===== config.mk =====
export PLATFORM = sky130hd
export DESIGN_NAME = anm_regbank
export DESIGN_NICKNAME = d
export VERILOG_FILES = /design/src/core/anm_pkg.sv /design/src/core/anm_sticky_flag.sv /design/src/core/anm_mdio_serial.sv /design/src/core/anm_regbank.sv
export SDC_FILE = /design/constraint.sdc
export NUM_CORES = 1
export LEC_CHECK = 0
export BUFFER_PORTS_ARGS = -buffer_cell sky130_fd_sc_hd__clkbuf_2
export CAP_MARGIN = 40
export CORE_MARGIN = 3
export CORE_UTILIZATION = 56
export DETAILED_ROUTE_END_ITERATION = 7
export PLACE_DENSITY = 0.87
export SLEW_MARGIN = 20
export SYNTH_ARGS = -nofsm -noshare
export SYNTH_HDL_FRONTEND = slang
export SYNTH_SLANG_ARGS = --single-unit

===== constraint.sdc =====
create_clock -name mclk -period 7 [get_ports mclk]
set_clock_uncertainty 0.2 [all_clocks]
set_input_delay 2.1 -clock mclk [delete_from_list [all_inputs] [get_ports mclk]]
set_output_delay 2.1 -clock mclk [all_outputs]
set_load 0.02 [all_outputs]

===== src/core/anm_pkg.sv =====
// constants and types for the auto-negotiation management register bank
package anm_pkg;
   // register indices on the management bus
   localparam logic [4:0] REG_ADV   = 5'h04;
   localparam logic [4:0] REG_LPA   = 5'h05;
   localparam logic [4:0] REG_EXP   = 5'h06;
   localparam logic [4:0] REG_NP    = 5'h07;
   localparam logic [4:0] REG_LPNP  = 5'h08;
   localparam logic [4:0] REG_RXERR = 5'h15;
   localparam logic [4:0] REG_INT   = 5'h1b;
   // advertisement fields
   localparam int ADV_PAUSE = 10;
   localparam int ADV_T4    = 9;
   localparam int ADV_TXFD  = 8;
   localparam int ADV_TX    = 7;
   localparam int ADV_10FD  = 6;
   localparam int ADV_10    = 5;
   localparam int SEL_MSB   = 4;
   // partner ability fields
   localparam int LPA_NP    = 15;
   localparam int LPA_ACK   = 14;
   localparam int LPA_RSVD  = 12;
   // expansion fields
   localparam int EXP_PDF   = 4;
   localparam int EXP_LPNPA = 3;
   localparam int EXP_NPA   = 2;
   localparam int EXP_PR    = 1;
   localparam int EXP_LPANA = 0;
   // next-page fields, local and partner
   localparam int NP_NEXT   = 15;
   localparam int NP_RSVD   = 14;
   localparam int NP_MP     = 13;
   localparam int NP_ACK2   = 12;
   localparam int NP_TOG    = 11;
   localparam int MSG_MSB   = 10;
   // interrupt control/status fields
   localparam int INT_JAB_EN = 15;
   localparam int INT_JAB    = 7;
   // sticky flag slots
   localparam int FLG_PDF  = 0;
   localparam int FLG_PR   = 1;
   localparam int FLG_JAB  = 2;
   localparam int FLG_NUM  = 3;
   // reset values
   localparam logic [4:0]  SEL_IEEE     = 5'h01;
   localparam logic [15:0] LPA_RST      = 16'h0001;
   localparam logic        ADV10_RST    = 1'h1;
   localparam logic        NP_MP_RST    = 1'h1;
   localparam logic [10:0] NP_MSG_RST   = 11'h001;
   localparam logic [15:0] RXERR_RST    = 16'h0000;
   localparam logic        LOCAL_NP_ABLE = 1'h1;
   // management frame layout, counts are last-bit indices
   localparam logic [1:0] OP_READ  = 2'h2;
   localparam logic [1:0] OP_WRITE = 2'h1;
   localparam logic [3:0] CNT_OP   = 4'h1;
   localparam logic [3:0] CNT_ADDR = 4'h4;
   localparam logic [3:0] CNT_TA   = 4'h1;
   localparam logic [3:0] CNT_DATA = 4'hf;

   typedef enum logic [2:0] {MD_IDLE, MD_START, MD_OP, MD_PHY, MD_REG, MD_TA, MD_DATA}
      anm_mdst_e;
endpackage


===== src/core/anm_sticky_flag.sv =====
// latched-high flags, cleared on request unless set again in the same cycle
`timescale 1ns/1ps
module anm_sticky_flag #(
   parameter int W = 1
) (
   input  wire logic         mclk,
   input  wire logic         arst_n,
   input  wire logic [W-1:0] setIn,
   input  wire logic [W-1:0] clrIn,
   output logic      [W-1:0] flagOut
);
   typedef struct packed {
      logic [W-1:0] flag;
   } anm_flag_s;

   anm_flag_s s_r;
   anm_flag_s s_nxt;

   if (W < 1) begin : gBadW
      $error("anm_sticky_flag needs W of at least 1");
   end

   always_comb begin
      s_nxt = s_r;
      // set wins so an event at the clearing read is not lost
      s_nxt.flag = (s_r.flag & ~clrIn) | setIn;
   end

   always_ff @(posedge mclk or negedge arst_n) begin
      if (!arst_n) begin
         s_r <= '0;
      end else begin
         s_r <= s_nxt;
      end
   end

   assign flagOut = s_r.flag;

   AST_SET_WINS: assert property (@(posedge mclk) disable iff (!arst_n)
      setIn != '0 |=> (flagOut & $past(setIn)) == $past(setIn))
      else $error("sticky flag lost a set");
endmodule


===== src/core/anm_mdio_serial.sv =====
// serial management frame engine: sampled mdc, bidirectional data pin
`timescale 1ns/1ps
module anm_mdio_serial
   import anm_pkg::*;
#(
   parameter logic [4:0] PHY_ADDR = 5'h01
) (
   input  wire logic        mclk,
   input  wire logic        arst_n,
   input  wire logic        mdc,
   input  wire logic        mdioIn,
   output logic             mdioOut,
   output logic             mdioOe,
   output logic             rdReq,
   output logic             wrReq,
   output logic [4:0]       regAddr,
   output logic [15:0]      wrData,
   input  wire logic [15:0] rdData
);
   typedef struct packed {
      anm_mdst_e   st;
      logic [3:0]  cnt;
      logic [15:0] sh;
      logic        isRd;
      logic [4:0]  phy;
      logic [4:0]  ra;
      logic        mdcPrev;
      logic        oe;
      logic        dout;
      logic        rdReq;
      logic        wrReq;
   } anm_mdio_s;

   anm_mdio_s s_r;
   anm_mdio_s s_nxt;
   logic      match;

   assign match = (s_r.phy == PHY_ADDR);

   always_comb begin
      s_nxt = s_r;
      s_nxt.rdReq = 1'b0;
      s_nxt.wrReq = 1'b0;
      s_nxt.mdcPrev = mdc;
      // everything moves on the sampled rising edge of mdc
      if (mdc && !s_r.mdcPrev) begin
         case (s_r.st)
            MD_IDLE: begin
               // any run of ones is idle, so suppressed preamble is accepted
               if (!mdioIn) s_nxt.st = MD_START;
            end
            MD_START: begin
               s_nxt.st = mdioIn ? MD_OP : MD_IDLE;
               s_nxt.cnt = CNT_OP;
            end
            MD_OP: begin
               s_nxt.sh = {s_r.sh[14:0], mdioIn};
               s_nxt.cnt = s_r.cnt - 4'h1;
               if (s_r.cnt == 4'h0) begin
                  s_nxt.isRd = ({s_r.sh[0], mdioIn} == OP_READ);
                  s_nxt.cnt = CNT_ADDR;
                  s_nxt.st = ({s_r.sh[0], mdioIn} == OP_READ ||
                              {s_r.sh[0], mdioIn} == OP_WRITE) ? MD_PHY : MD_IDLE;
               end
            end
            MD_PHY: begin
               s_nxt.phy = {s_r.phy[3:0], mdioIn};
               s_nxt.cnt = s_r.cnt - 4'h1;
               if (s_r.cnt == 4'h0) begin
                  s_nxt.st = MD_REG;
                  s_nxt.cnt = CNT_ADDR;
               end
            end
            MD_REG: begin
               s_nxt.ra = {s_r.ra[3:0], mdioIn};
               s_nxt.cnt = s_r.cnt - 4'h1;
               if (s_r.cnt == 4'h0) begin
                  s_nxt.st = MD_TA;
                  s_nxt.cnt = CNT_TA;
                  s_nxt.rdReq = s_r.isRd && match;
               end
            end
            MD_TA: begin
               s_nxt.cnt = s_r.cnt - 4'h1;
               if (s_r.isRd && match) begin
                  s_nxt.oe = 1'b1;
                  s_nxt.dout = 1'b0;
               end
               if (s_r.cnt == 4'h0) begin
                  s_nxt.st = MD_DATA;
                  s_nxt.cnt = CNT_DATA;
                  if (s_r.isRd && match) begin
                     s_nxt.dout = rdData[15];
                     s_nxt.sh = {rdData[14:0], 1'b0};
                  end
               end
            end
            MD_DATA: begin
               s_nxt.sh = s_r.oe ? {s_r.sh[14:0], 1'b0} : {s_r.sh[14:0], mdioIn};
               s_nxt.dout = s_r.sh[15];
               s_nxt.cnt = s_r.cnt - 4'h1;
               if (s_r.cnt == 4'h0) begin
                  s_nxt.st = MD_IDLE;
                  s_nxt.oe = 1'b0;
                  s_nxt.dout = 1'b0;
                  s_nxt.wrReq = !s_r.isRd && match;
               end
            end
            default: s_nxt.st = MD_IDLE;
         endcase
      end
   end

   always_ff @(posedge mclk or negedge arst_n) begin
      if (!arst_n) begin
         s_r <= '0;
      end else begin
         s_r <= s_nxt;
      end
   end

   assign mdioOut = s_r.dout;
   assign mdioOe  = s_r.oe;
   assign rdReq   = s_r.rdReq;
   assign wrReq   = s_r.wrReq;
   assign regAddr = s_r.ra;
   assign wrData  = s_r.sh;

   AST_DRIVE_ONLY_IN_ANSWER: assert property (@(posedge mclk) disable iff (!arst_n)
      mdioOe |-> (s_r.st == MD_TA || s_r.st == MD_DATA))
      else $error("data pin driven outside a read answer");
   AST_TA_ZERO: assert property (@(posedge mclk) disable iff (!arst_n)
      $rose(mdioOe) |-> !mdioOut && s_r.st == MD_TA)
      else $error("turnaround bit not driven low");
   COV_READ: cover property (@(posedge mclk) disable iff (!arst_n) rdReq);
   COV_WRITE: cover property (@(posedge mclk) disable iff (!arst_n) wrReq);
endmodule


===== src/core/anm_regbank.sv =====
// auto-negotiation management register bank behind the serial management port
`timescale 1ns/1ps
////////////////////////////////////////////////////////////////////////////////
// What this block does
// writable pause advertisement bit, resets to 0
// writable speed/duplex advertisement bits, 10M resets 1, T4 reads 0
// at reset 100TX-FD, 100TX, 10FD advertisement loaded from straps
// local and partner selector fields reset to 00001, local writable
// partner acknowledge bit set once a link code word arrives
// partner next-page and remote fault bits read-only, reset 0
// partner pause two-bit field read-only, resets 0
// partner speed and duplex abilities read-only, reset 0
// parallel detection fault flag latched high until read
// partner next-page capability reported read-only, reset 0
// own next-page capability bit reads 1
// page received flag latched high until read
// partner auto-negotiation capability reported read-only, reset 0
// writable local next-page flag, software marks last page, reset 0
// writable message-page bit reset 1, second-acknowledge reset 0
// local toggle bit reflects previously transmitted word's toggle
// writable eleven-bit local message field, resets to 001
// partner next-page word captured read-only, all fields reset 0
// partner toggle bit is inverse of previous transmitted toggle
// sixteen-bit receive error packet counter, resets to zero
// jabber status bit set on jabber, cleared by its read
// interrupt output only while jabber flag and its enable set
// registers reached by index through standard management frames
// latched flags clear on read unless condition still present
module anm_regbank
   import anm_pkg::*;
#(
   parameter logic [4:0] PHY_ADDR = 5'h01
) (
   input  wire logic        mclk,
   input  wire logic        arst_n,
   input  wire logic        mdc,
   input  wire logic        mdioIn,
   output logic             mdioOut,
   output logic             mdioOe,
   input  wire logic        speedStrap,
   input  wire logic        duplexStrap,
   input  wire logic        lcwRcvd,
   input  wire logic [15:0] lcwData,
   input  wire logic        npRcvd,
   input  wire logic [15:0] npData,
   input  wire logic        txToggle,
   input  wire logic        partnerAnAble,
   input  wire logic        pdfDetect,
   input  wire logic        jabberDetect,
   input  wire logic        rxErrPkt,
   output logic [15:0]      advWord,
   output logic [15:0]      localNpWord,
   output logic             intOut
);
   typedef struct packed {
      logic        strapDone;
      logic        advPause;
      logic        advTxFd;
      logic        advTx;
      logic        adv10Fd;
      logic        adv10;
      logic [4:0]  advSel;
      logic [15:0] lpa;
      logic [15:0] lpnp;
      logic        npNext;
      logic        npMp;
      logic        npAck2;
      logic [10:0] npMsg;
      logic        txTog;
      logic        lpAnAble;
      logic [15:0] receiveErrorCount;
      logic        jabEn;
      logic [15:0] rdData;
   } anm_bank_s;

   localparam anm_bank_s BANK_RST = '{
      strapDone: 1'h0, advPause: 1'h0, advTxFd: 1'h0, advTx: 1'h0,
      adv10Fd: 1'h0, adv10: ADV10_RST, advSel: SEL_IEEE, lpa: LPA_RST,
      lpnp: 16'h0000, npNext: 1'h0, npMp: NP_MP_RST, npAck2: 1'h0,
      npMsg: NP_MSG_RST, txTog: 1'h0, lpAnAble: 1'h0,
      receiveErrorCount: RXERR_RST, jabEn: 1'h0, rdData: 16'h0000};

   anm_bank_s           s_r;
   anm_bank_s           s_nxt;
   logic                rdReq;
   logic                wrReq;
   logic [4:0]          regAddr;
   logic [15:0]         wrData;
   logic [FLG_NUM-1:0]  flagSet;
   logic [FLG_NUM-1:0]  flagClr;
   logic [FLG_NUM-1:0]  flags;

   ////////////////////////////////////////////////////////////////////////////
   // word assembly, shared by the read path and the outputs

   function automatic logic [15:0] advOf(input anm_bank_s b);
      logic [15:0] w;
      w = 16'h0000;
      w[ADV_PAUSE] = b.advPause;
      w[ADV_T4]    = 1'b0;
      w[ADV_TXFD]  = b.advTxFd;
      w[ADV_TX]    = b.advTx;
      w[ADV_10FD]  = b.adv10Fd;
      w[ADV_10]    = b.adv10;
      w[SEL_MSB:0] = b.advSel;
      return w;
   endfunction

   function automatic logic [15:0] npOf(input anm_bank_s b);
      logic [15:0] w;
      w = 16'h0000;
      w[NP_NEXT]    = b.npNext;
      w[NP_MP]      = b.npMp;
      w[NP_ACK2]    = b.npAck2;
      w[NP_TOG]     = b.txTog;
      w[MSG_MSB:0]  = b.npMsg;
      return w;
   endfunction

   function automatic logic [15:0] regWord(input anm_bank_s b,
                                           input logic [FLG_NUM-1:0] f,
                                           input logic [4:0] a);
      logic [15:0] w;
      w = 16'h0000;
      case (a)
         REG_ADV:   w = advOf(b);
         // base page read back as captured, ack forced on capture
         REG_LPA:   w = b.lpa;
         REG_EXP: begin
            w[EXP_PDF]   = f[FLG_PDF];
            w[EXP_LPNPA] = b.lpa[LPA_NP];
            w[EXP_NPA]   = LOCAL_NP_ABLE;
            w[EXP_PR]    = f[FLG_PR];
            w[EXP_LPANA] = b.lpAnAble;
         end
         REG_NP:    w = npOf(b);
         REG_LPNP:  w = b.lpnp;
         REG_RXERR: w = b.receiveErrorCount;
         REG_INT: begin
            w[INT_JAB_EN] = b.jabEn;
            w[INT_JAB]    = f[FLG_JAB];
         end
         default:   w = 16'h0000;
      endcase
      return w;
   endfunction

   ////////////////////////////////////////////////////////////////////////////
   // management port and latched flags

   anm_mdio_serial #(
      .PHY_ADDR (PHY_ADDR)
   ) uSerial (
      .mclk    (mclk),
      .arst_n  (arst_n),
      .mdc     (mdc),
      .mdioIn  (mdioIn),
      .mdioOut (mdioOut),
      .mdioOe  (mdioOe),
      .rdReq   (rdReq),
      .wrReq   (wrReq),
      .regAddr (regAddr),
      .wrData  (wrData),
      .rdData  (s_r.rdData)
   );

   // a new base page or next page both count as a received page
   assign flagSet[FLG_PDF] = pdfDetect;
   assign flagSet[FLG_PR]  = lcwRcvd | npRcvd;
   assign flagSet[FLG_JAB] = jabberDetect;
   assign flagClr[FLG_PDF] = rdReq && regAddr == REG_EXP;
   assign flagClr[FLG_PR]  = rdReq && regAddr == REG_EXP;
   assign flagClr[FLG_JAB] = rdReq && regAddr == REG_INT;

   anm_sticky_flag #(
      .W (FLG_NUM)
   ) uFlags (
      .mclk    (mclk),
      .arst_n  (arst_n),
      .setIn   (flagSet),
      .clrIn   (flagClr),
      .flagOut (flags)
   );

   ////////////////////////////////////////////////////////////////////////////
   // register state

   always_comb begin
      s_nxt = s_r;
      s_nxt.txTog = txToggle;
      s_nxt.lpAnAble = partnerAnAble;
      // straps are caught one edge after release, never under reset
      if (!s_r.strapDone) begin
         s_nxt.strapDone = 1'b1;
         s_nxt.advTxFd = speedStrap & duplexStrap;
         s_nxt.advTx = speedStrap;
         s_nxt.adv10Fd = duplexStrap;
      end
      if (lcwRcvd) begin
         s_nxt.lpa = lcwData;
         s_nxt.lpa[LPA_RSVD] = 1'b0;
         s_nxt.lpa[LPA_ACK] = 1'b1;
      end
      if (npRcvd) begin
         s_nxt.lpnp = npData;
         // bit 14 is the partner's acknowledge here, kept as received
         s_nxt.lpnp[NP_TOG] = ~txToggle;
      end
      // saturates so a long error burst never wraps to a small count
      if (rxErrPkt && s_r.receiveErrorCount != 16'hffff) begin
         s_nxt.receiveErrorCount = s_r.receiveErrorCount + 16'h0001;
      end
      // read value frozen before the clearing read takes effect
      if (rdReq) begin
         s_nxt.rdData = regWord(s_r, flags, regAddr);
      end
      if (wrReq) begin
         case (regAddr)
            REG_ADV: begin
               s_nxt.advPause = wrData[ADV_PAUSE];
               s_nxt.advTxFd  = wrData[ADV_TXFD];
               s_nxt.advTx    = wrData[ADV_TX];
               s_nxt.adv10Fd  = wrData[ADV_10FD];
               s_nxt.adv10    = wrData[ADV_10];
               s_nxt.advSel   = wrData[SEL_MSB:0];
            end
            REG_NP: begin
               s_nxt.npNext = wrData[NP_NEXT];
               s_nxt.npMp   = wrData[NP_MP];
               s_nxt.npAck2 = wrData[NP_ACK2];
               s_nxt.npMsg  = wrData[MSG_MSB:0];
            end
            REG_INT: s_nxt.jabEn = wrData[INT_JAB_EN];
            default: s_nxt.jabEn = s_r.jabEn;
         endcase
      end
   end

   always_ff @(posedge mclk or negedge arst_n) begin
      if (!arst_n) begin
         s_r <= BANK_RST;
      end else begin
         s_r <= s_nxt;
      end
   end

   assign advWord     = advOf(s_r);
   assign localNpWord = npOf(s_r);
   assign intOut      = flags[FLG_JAB] & s_r.jabEn;

   ////////////////////////////////////////////////////////////////////////////
   // checks

   AST_PAUSE_WRITE: assert property (@(posedge mclk) disable iff (!arst_n)
      wrReq && regAddr == REG_ADV |=> advWord[ADV_PAUSE] == $past(wrData[ADV_PAUSE]))
      else $error("pause advertisement not written");
   AST_T4_ZERO: assert property (@(posedge mclk) disable iff (!arst_n)
      wrReq && regAddr == REG_ADV |=> !advWord[ADV_T4])
      else $error("T4 advertisement became writable");
   AST_STRAP: assert property (@(posedge mclk) disable iff (!arst_n)
      !s_r.strapDone ##1 !$past(wrReq) |-> advWord[ADV_TXFD] ==
      ($past(speedStrap) & $past(duplexStrap)) && advWord[ADV_TX] == $past(speedStrap))
      else $error("strap load wrong");
   AST_ACK_SET: assert property (@(posedge mclk) disable iff (!arst_n)
      lcwRcvd |=> s_r.lpa[LPA_ACK] ##1 s_r.lpa[LPA_ACK])
      else $error("partner acknowledge not set");
   AST_PDF_HOLD: assert property (@(posedge mclk) disable iff (!arst_n)
      flags[FLG_PDF] && !(rdReq && regAddr == REG_EXP) |=> flags[FLG_PDF])
      else $error("fault flag dropped without a read");
   AST_PR_SET: assert property (@(posedge mclk) disable iff (!arst_n)
      lcwRcvd || npRcvd |=> flags[FLG_PR])
      else $error("page received flag not set");
   AST_NP_WRITE: assert property (@(posedge mclk) disable iff (!arst_n)
      wrReq && regAddr == REG_NP |=> localNpWord[NP_NEXT] == $past(wrData[NP_NEXT])
      && localNpWord[MSG_MSB:0] == $past(wrData[MSG_MSB:0]))
      else $error("next page word not written");
   AST_TOGGLE: assert property (@(posedge mclk) disable iff (!arst_n)
      npRcvd |=> s_r.lpnp[NP_TOG] != $past(txToggle))
      else $error("partner toggle polarity wrong");
   AST_COUNT: assert property (@(posedge mclk) disable iff (!arst_n)
      rxErrPkt && s_r.receiveErrorCount != 16'hffff |=>
      s_r.receiveErrorCount == $past(s_r.receiveErrorCount) + 16'h0001)
      else $error("receive error count missed a packet");
   AST_JAB_CLEAR: assert property (@(posedge mclk) disable iff (!arst_n)
      rdReq && regAddr == REG_INT && !jabberDetect |=> !flags[FLG_JAB] && !intOut)
      else $error("jabber flag not cleared by read");
   AST_INT: assert property (@(posedge mclk) disable iff (!arst_n)
      $rose(intOut) |-> s_r.jabEn && (flags[FLG_JAB] && $past(jabberDetect) ||
      $past(wrReq)))
      else $error("interrupt without enabled jabber");

   COV_EXP_READ: cover property (@(posedge mclk) disable iff (!arst_n)
      rdReq && regAddr == REG_EXP && flags[FLG_PR]);
   COV_ADV_WRITE: cover property (@(posedge mclk) disable iff (!arst_n)
      wrReq && regAddr == REG_ADV);
   COV_INT: cover property (@(posedge mclk) disable iff (!arst_n) $rose(intOut));
endmodule


==> impl_summary.log <==
INFO  metric run_status = completed
INFO  metric worst-slew-pin-transition = 0.8906 ns
INFO  metric ratio_of_cells_with_drive_above_1_in_the_final_layout = 0.3183
INFO  metric worst_hold_path.endpoint = uFlags.flagOut[0]
INFO  metric holdPathStages = 1
INFO  metric antenna_found_initial = 0
INFO  metric antennaDiodeCount = 0
INFO  metric worst-endpoint-required = 7.10 ns
INFO  metric synth_top_area_cell = sky130_fd_sc_hd__dfrtp_1
INFO  metric cap_viol_max_count = 0
INFO  metric finalNetCount = 654
INFO  metric timing.setup.critical_path_class = in -> reg
INFO  metric synth_enable_flop_cells = 0
INFO  metric die_area = 12830 um^2
INFO  metric synth.top_cells.by_area = sky130_fd_sc_hd__dfrtp_1 (50%), sky130_fd_sc_hd__mux2_2 (13%), sky130_fd_sc_hd__buf_4 (3.8%)
INFO  metric tns = 0 ns
INFO  metric area_share_of_the_largest_cell_type_after_synthesis = 0.4970
INFO  metric slew-limit-headroom = 0.4041
INFO  metric place.detailed.instances = 726
INFO  metric start_util = 0.5843
INFO  metric worstHoldPathType = reg -> reg
INFO  metric wire_length_of_the_first_global_routing_pass = 25.97 mm
INFO  metric ctsRootBufferMaster = sky130_fd_sc_hd__clkbuf_16
INFO  metric worst_setup_path_end_kind = flip-flop
INFO  metric fill_cells = 765
INFO  metric insertion_delay = 0.42 ns
INFO  metric syn-instance-count = 568
INFO  metric instances_no_fill = 759
INFO  metric height_of_the_chip = 113.3 um
INFO  metric synth.cells.most_frequent = sky130_fd_sc_hd__dfrtp_1 (128), sky130_fd_sc_hd__mux2_2 (74), sky130_fd_sc_hd__buf_4 (33), sky130_fd_sc_hd__nand2_1 (32), sky130_fd_sc_hd__nor2_1 (28)
INFO  metric power.total = 2.505 mW
INFO  metric post_cts_resize_count = 0
INFO  metric route.vias.total = 4922
INFO  metric cts.htree.levels = 4
INFO  metric critPathArrivalTime = 3.75 ns
INFO  metric final-hold-violation-count = 0
INFO  metric number_of_distinct_standard_cells_referenced_by_the_synthesized_netlist = 61
INFO  metric power.ir.vdd_worst = 0.3878 mV
INFO  metric syn_avg_cell_area = 11.35 um^2
INFO  metric finalSetupViolCount = 0
INFO  metric finalCritPeriodShare = 0.5211
INFO  metric final_antenna_net_count = 0
INFO  metric detailedRoute.firstIterationViolations = 508
INFO  metric hp-start = uFlags.flagOut[0]
INFO  metric detailed_place_hpwl = 10.76 mm
INFO  metric crit_path_start_kind = input port
INFO  metric rr_worst_depth = 4
INFO  metric critical_path.reg2reg.startpoint = uSerial.s_r[38]
INFO  metric placement_rows = 38
INFO  metric synth-seq-cells = 133
INFO  metric post-cts-setup-buffer-count = 0
INFO  metric synth_warnings = 0
INFO  metric worst_reg_to_reg_setup_slack = 3.84 ns
INFO  metric cts_sinks = 133
INFO  metric cts_buffers = 17
INFO  metric grt_start_max_net_pins = 49
INFO  metric grt_overflow_total = 0
INFO  metric power.static_leakage = 3.384 nW
INFO  metric cts_hold_repair.buffers = 0
INFO  metric totalWireLength = 16.19 mm
INFO  metric post-route-min-period = 3.648 ns
INFO  metric peak_clock_frequency_supported_by_timing = 274.1 MHz
INFO  metric drt-pass1-iter-count = 6
INFO  metric gp_routability_congestion = 0.9267
INFO  metric post-route-drc-count = 0
INFO  metric wl_per_cell = 21.32 um
INFO  metric final_max_slew_viol_count = 0
INFO  metric synth_seq_area_share = 0.5174
INFO  metric clk_transition_reported_paths = 0.06 ns
INFO  metric io_buffer_count = 69
INFO  metric area_growth_syn_to_layout = 14.93%
INFO  metric tritoncts = built
INFO  metric reg2reg_to = uSerial.s_r[37]
INFO  metric critPathMaxFanout = 8
INFO  metric rsz0062_at_grt = no
INFO  metric first_global_vias = 5057
INFO  metric core-area = 11030 um^2
INFO  metric die_x = 113.3 um
INFO  metric synthMostInstantiatedCell = sky130_fd_sc_hd__dfrtp_1
INFO  metric power_density = 338.1 nW/um^2
INFO  metric yosys_most_used_dff = sky130_fd_sc_hd__dfrtp_1
INFO  metric syn-cell-area = 6445 um^2
INFO  metric maximum_root_to_sink_buffer_count = 2
INFO  metric synth-async-reset-ratio = 1.000
INFO  metric grt_use_total = 0.2613
INFO  metric via_per_inst = 6.485
INFO  metric ioPinCount = 80
## report_power, final
| part | switching [mW] | internal [mW] | leakage [nW] |
|---|---|---|---|
| Combinational | 0.271 | 0.181 | 1.33 |
| Sequential | 0.135 | 0.849 | 1.71 |
| Clock | 0.330 | 0.738 | 0.344 |
| Total | 0.736 | 1.77 | 3.38 |
## critical path, cell delays in order
cell and delay, ns:
sky130_fd_sc_hd__clkbuf_2 0.10, sky130_fd_sc_hd__nor2b_1 0.49, sky130_fd_sc_hd__nand2_1 0.21, sky130_fd_sc_hd__or3_1 0.52, sky130_fd_sc_hd__mux2_2 0.34
## metrics by stage
stage	area, um^2	utilization	hold slack, ns	worst slack, ns
floorplan	6467	-	0.2370	3.415
global placement	6636	0.6016	0.2526	3.042
detailed placement	6690	0.6065	0.2698	2.960
CTS	7400	0.6708	0.2909	3.383
global route	7407	0.6715	0.3150	3.277
finish	7407	0.6715	0.2868	3.352
## cell families (layout without fill, tap and decap cells)
group | Yosys count | in the layout | share of synthesized area
simple gates | 142 | 142 | 0.1217
flops | 133 | 133 | 0.5174
compound gates | 121 | 121 | 0.1353
buf+inv | 78 | 123 | 0.06678
mux | 77 | 77 | 0.1355
xor+xnor | 12 | 12 | 0.01631
fa+ha+maj | 3 | 3 | 0.005825
other cells | 2 | 8 | 0.001165
## final cells by class
type                            instances  area [um^2]  share of cell area
Clock buffer                           18        429.2             0.05794
Clock inverter                         14        280.3             0.03784
Inverter                               15        56.30            0.007601
Tap cell                              140        175.2             0.02365
Multi-Input combinational cell        363         2708              0.3655
Timing Repair Buffer                   76        424.2             0.05726
Sequential cell                       133         3334              0.4502
## how the worst max path moves through the flow
stage | cells past startpoint | startpoint | slack, ns | endpoint
6_report | 5 | mdc | 3.35 | uSerial.regAddr[0]
5_1_grt | 5 | mdc | 3.28 | uSerial.regAddr[0]
4_1_cts | 5 | mdc | 3.38 | uSerial.regAddr[0]
3_5_place_dp | 5 | mdc | 2.96 | uSerial.regAddr[3]
3_3_place_gp | 5 | mdc | 3.04 | uSerial.regAddr[4]
2_1_floorplan | 6 | mdc | 3.41 | uSerial.regAddr[0]
## state kept, by name, summed over array words and instances, names as in the netlist, named ones only
name and flops:
uSerial.wrReq 1, uSerial.mdioOe 1, uSerial.wrData 16, uSerial.s_r 14, localNpWord 15, s_r 66, uFlags.flagOut 3, advWord 10
uSerial.regAddr 5, uSerial.rdReq 1
## placed cells by master (no fill, tap or decap), types with 3 or more instances in the layout
| master | Yosys | final |
|---|---|---|
| sky130_fd_sc_hd__nand4_1 | 10 | 10 |
| sky130_fd_sc_hd__a222oi_1 | 8 | 8 |
| sky130_fd_sc_hd__xor2_1 | 8 | 8 |
| sky130_fd_sc_hd__nand3_1 | 7 | 7 |
| sky130_fd_sc_hd__a22o_1 | 16 | 16 |
| sky130_fd_sc_hd__conb_1 | 2 | 8 |
| sky130_fd_sc_hd__nor4bb_1 | 3 | 3 |
| sky130_fd_sc_hd__nor3_1 | 13 | 13 |
| sky130_fd_sc_hd__buf_6 | 1 | 3 |
| sky130_fd_sc_hd__nor2_1 | 28 | 28 |
| sky130_fd_sc_hd__clkbuf_16 | 0 | 17 |
| sky130_fd_sc_hd__o31ai_1 | 7 | 7 |
| sky130_fd_sc_hd__nor2b_1 | 8 | 8 |
| sky130_fd_sc_hd__clkinv_2 | 0 | 3 |
| sky130_fd_sc_hd__and3_1 | 4 | 4 |
| sky130_fd_sc_hd__nor4_1 | 3 | 3 |
| sky130_fd_sc_hd__nand2b_1 | 7 | 7 |
| sky130_fd_sc_hd__inv_1 | 15 | 15 |
| sky130_fd_sc_hd__a221oi_1 | 11 | 11 |
| sky130_fd_sc_hd__buf_4 | 33 | 4 |
| sky130_fd_sc_hd__clkbuf_2 | 0 | 68 |
| sky130_fd_sc_hd__ha_1 | 3 | 3 |
| sky130_fd_sc_hd__xnor2_1 | 4 | 4 |
| sky130_fd_sc_hd__bufinv_16 | 0 | 8 |
| sky130_fd_sc_hd__dfrtp_1 | 128 | 128 |
| sky130_fd_sc_hd__mux2_2 | 74 | 74 |
| sky130_fd_sc_hd__dfstp_2 | 5 | 5 |
| sky130_fd_sc_hd__a211oi_1 | 4 | 4 |
| sky130_fd_sc_hd__a2111oi_0 | 4 | 4 |
| sky130_fd_sc_hd__or3_1 | 4 | 4 |
| sky130_fd_sc_hd__and2_1 | 3 | 3 |
| sky130_fd_sc_hd__and4_1 | 3 | 3 |
| sky130_fd_sc_hd__a31oi_1 | 12 | 12 |
| sky130_fd_sc_hd__nand2_1 | 32 | 32 |
| sky130_fd_sc_hd__nor4b_1 | 3 | 3 |
| sky130_fd_sc_hd__a22oi_1 | 11 | 11 |
| sky130_fd_sc_hd__o21ai_0 | 13 | 13 |
| sky130_fd_sc_hd__a21oi_1 | 22 | 22 |
## per-layer routing
| metal | GRT usage | wire, um |
|---|---|---|
| met3 | 0.07807 | 1338 |
| met2 | 0.4258 | 8071 |
| met4 | 0.09856 | 380 |
| met5 | 0 | 0 |
| met1 | 0.3310 | 6394 |
No activity file was read; power rests on OpenSTA's default activity.
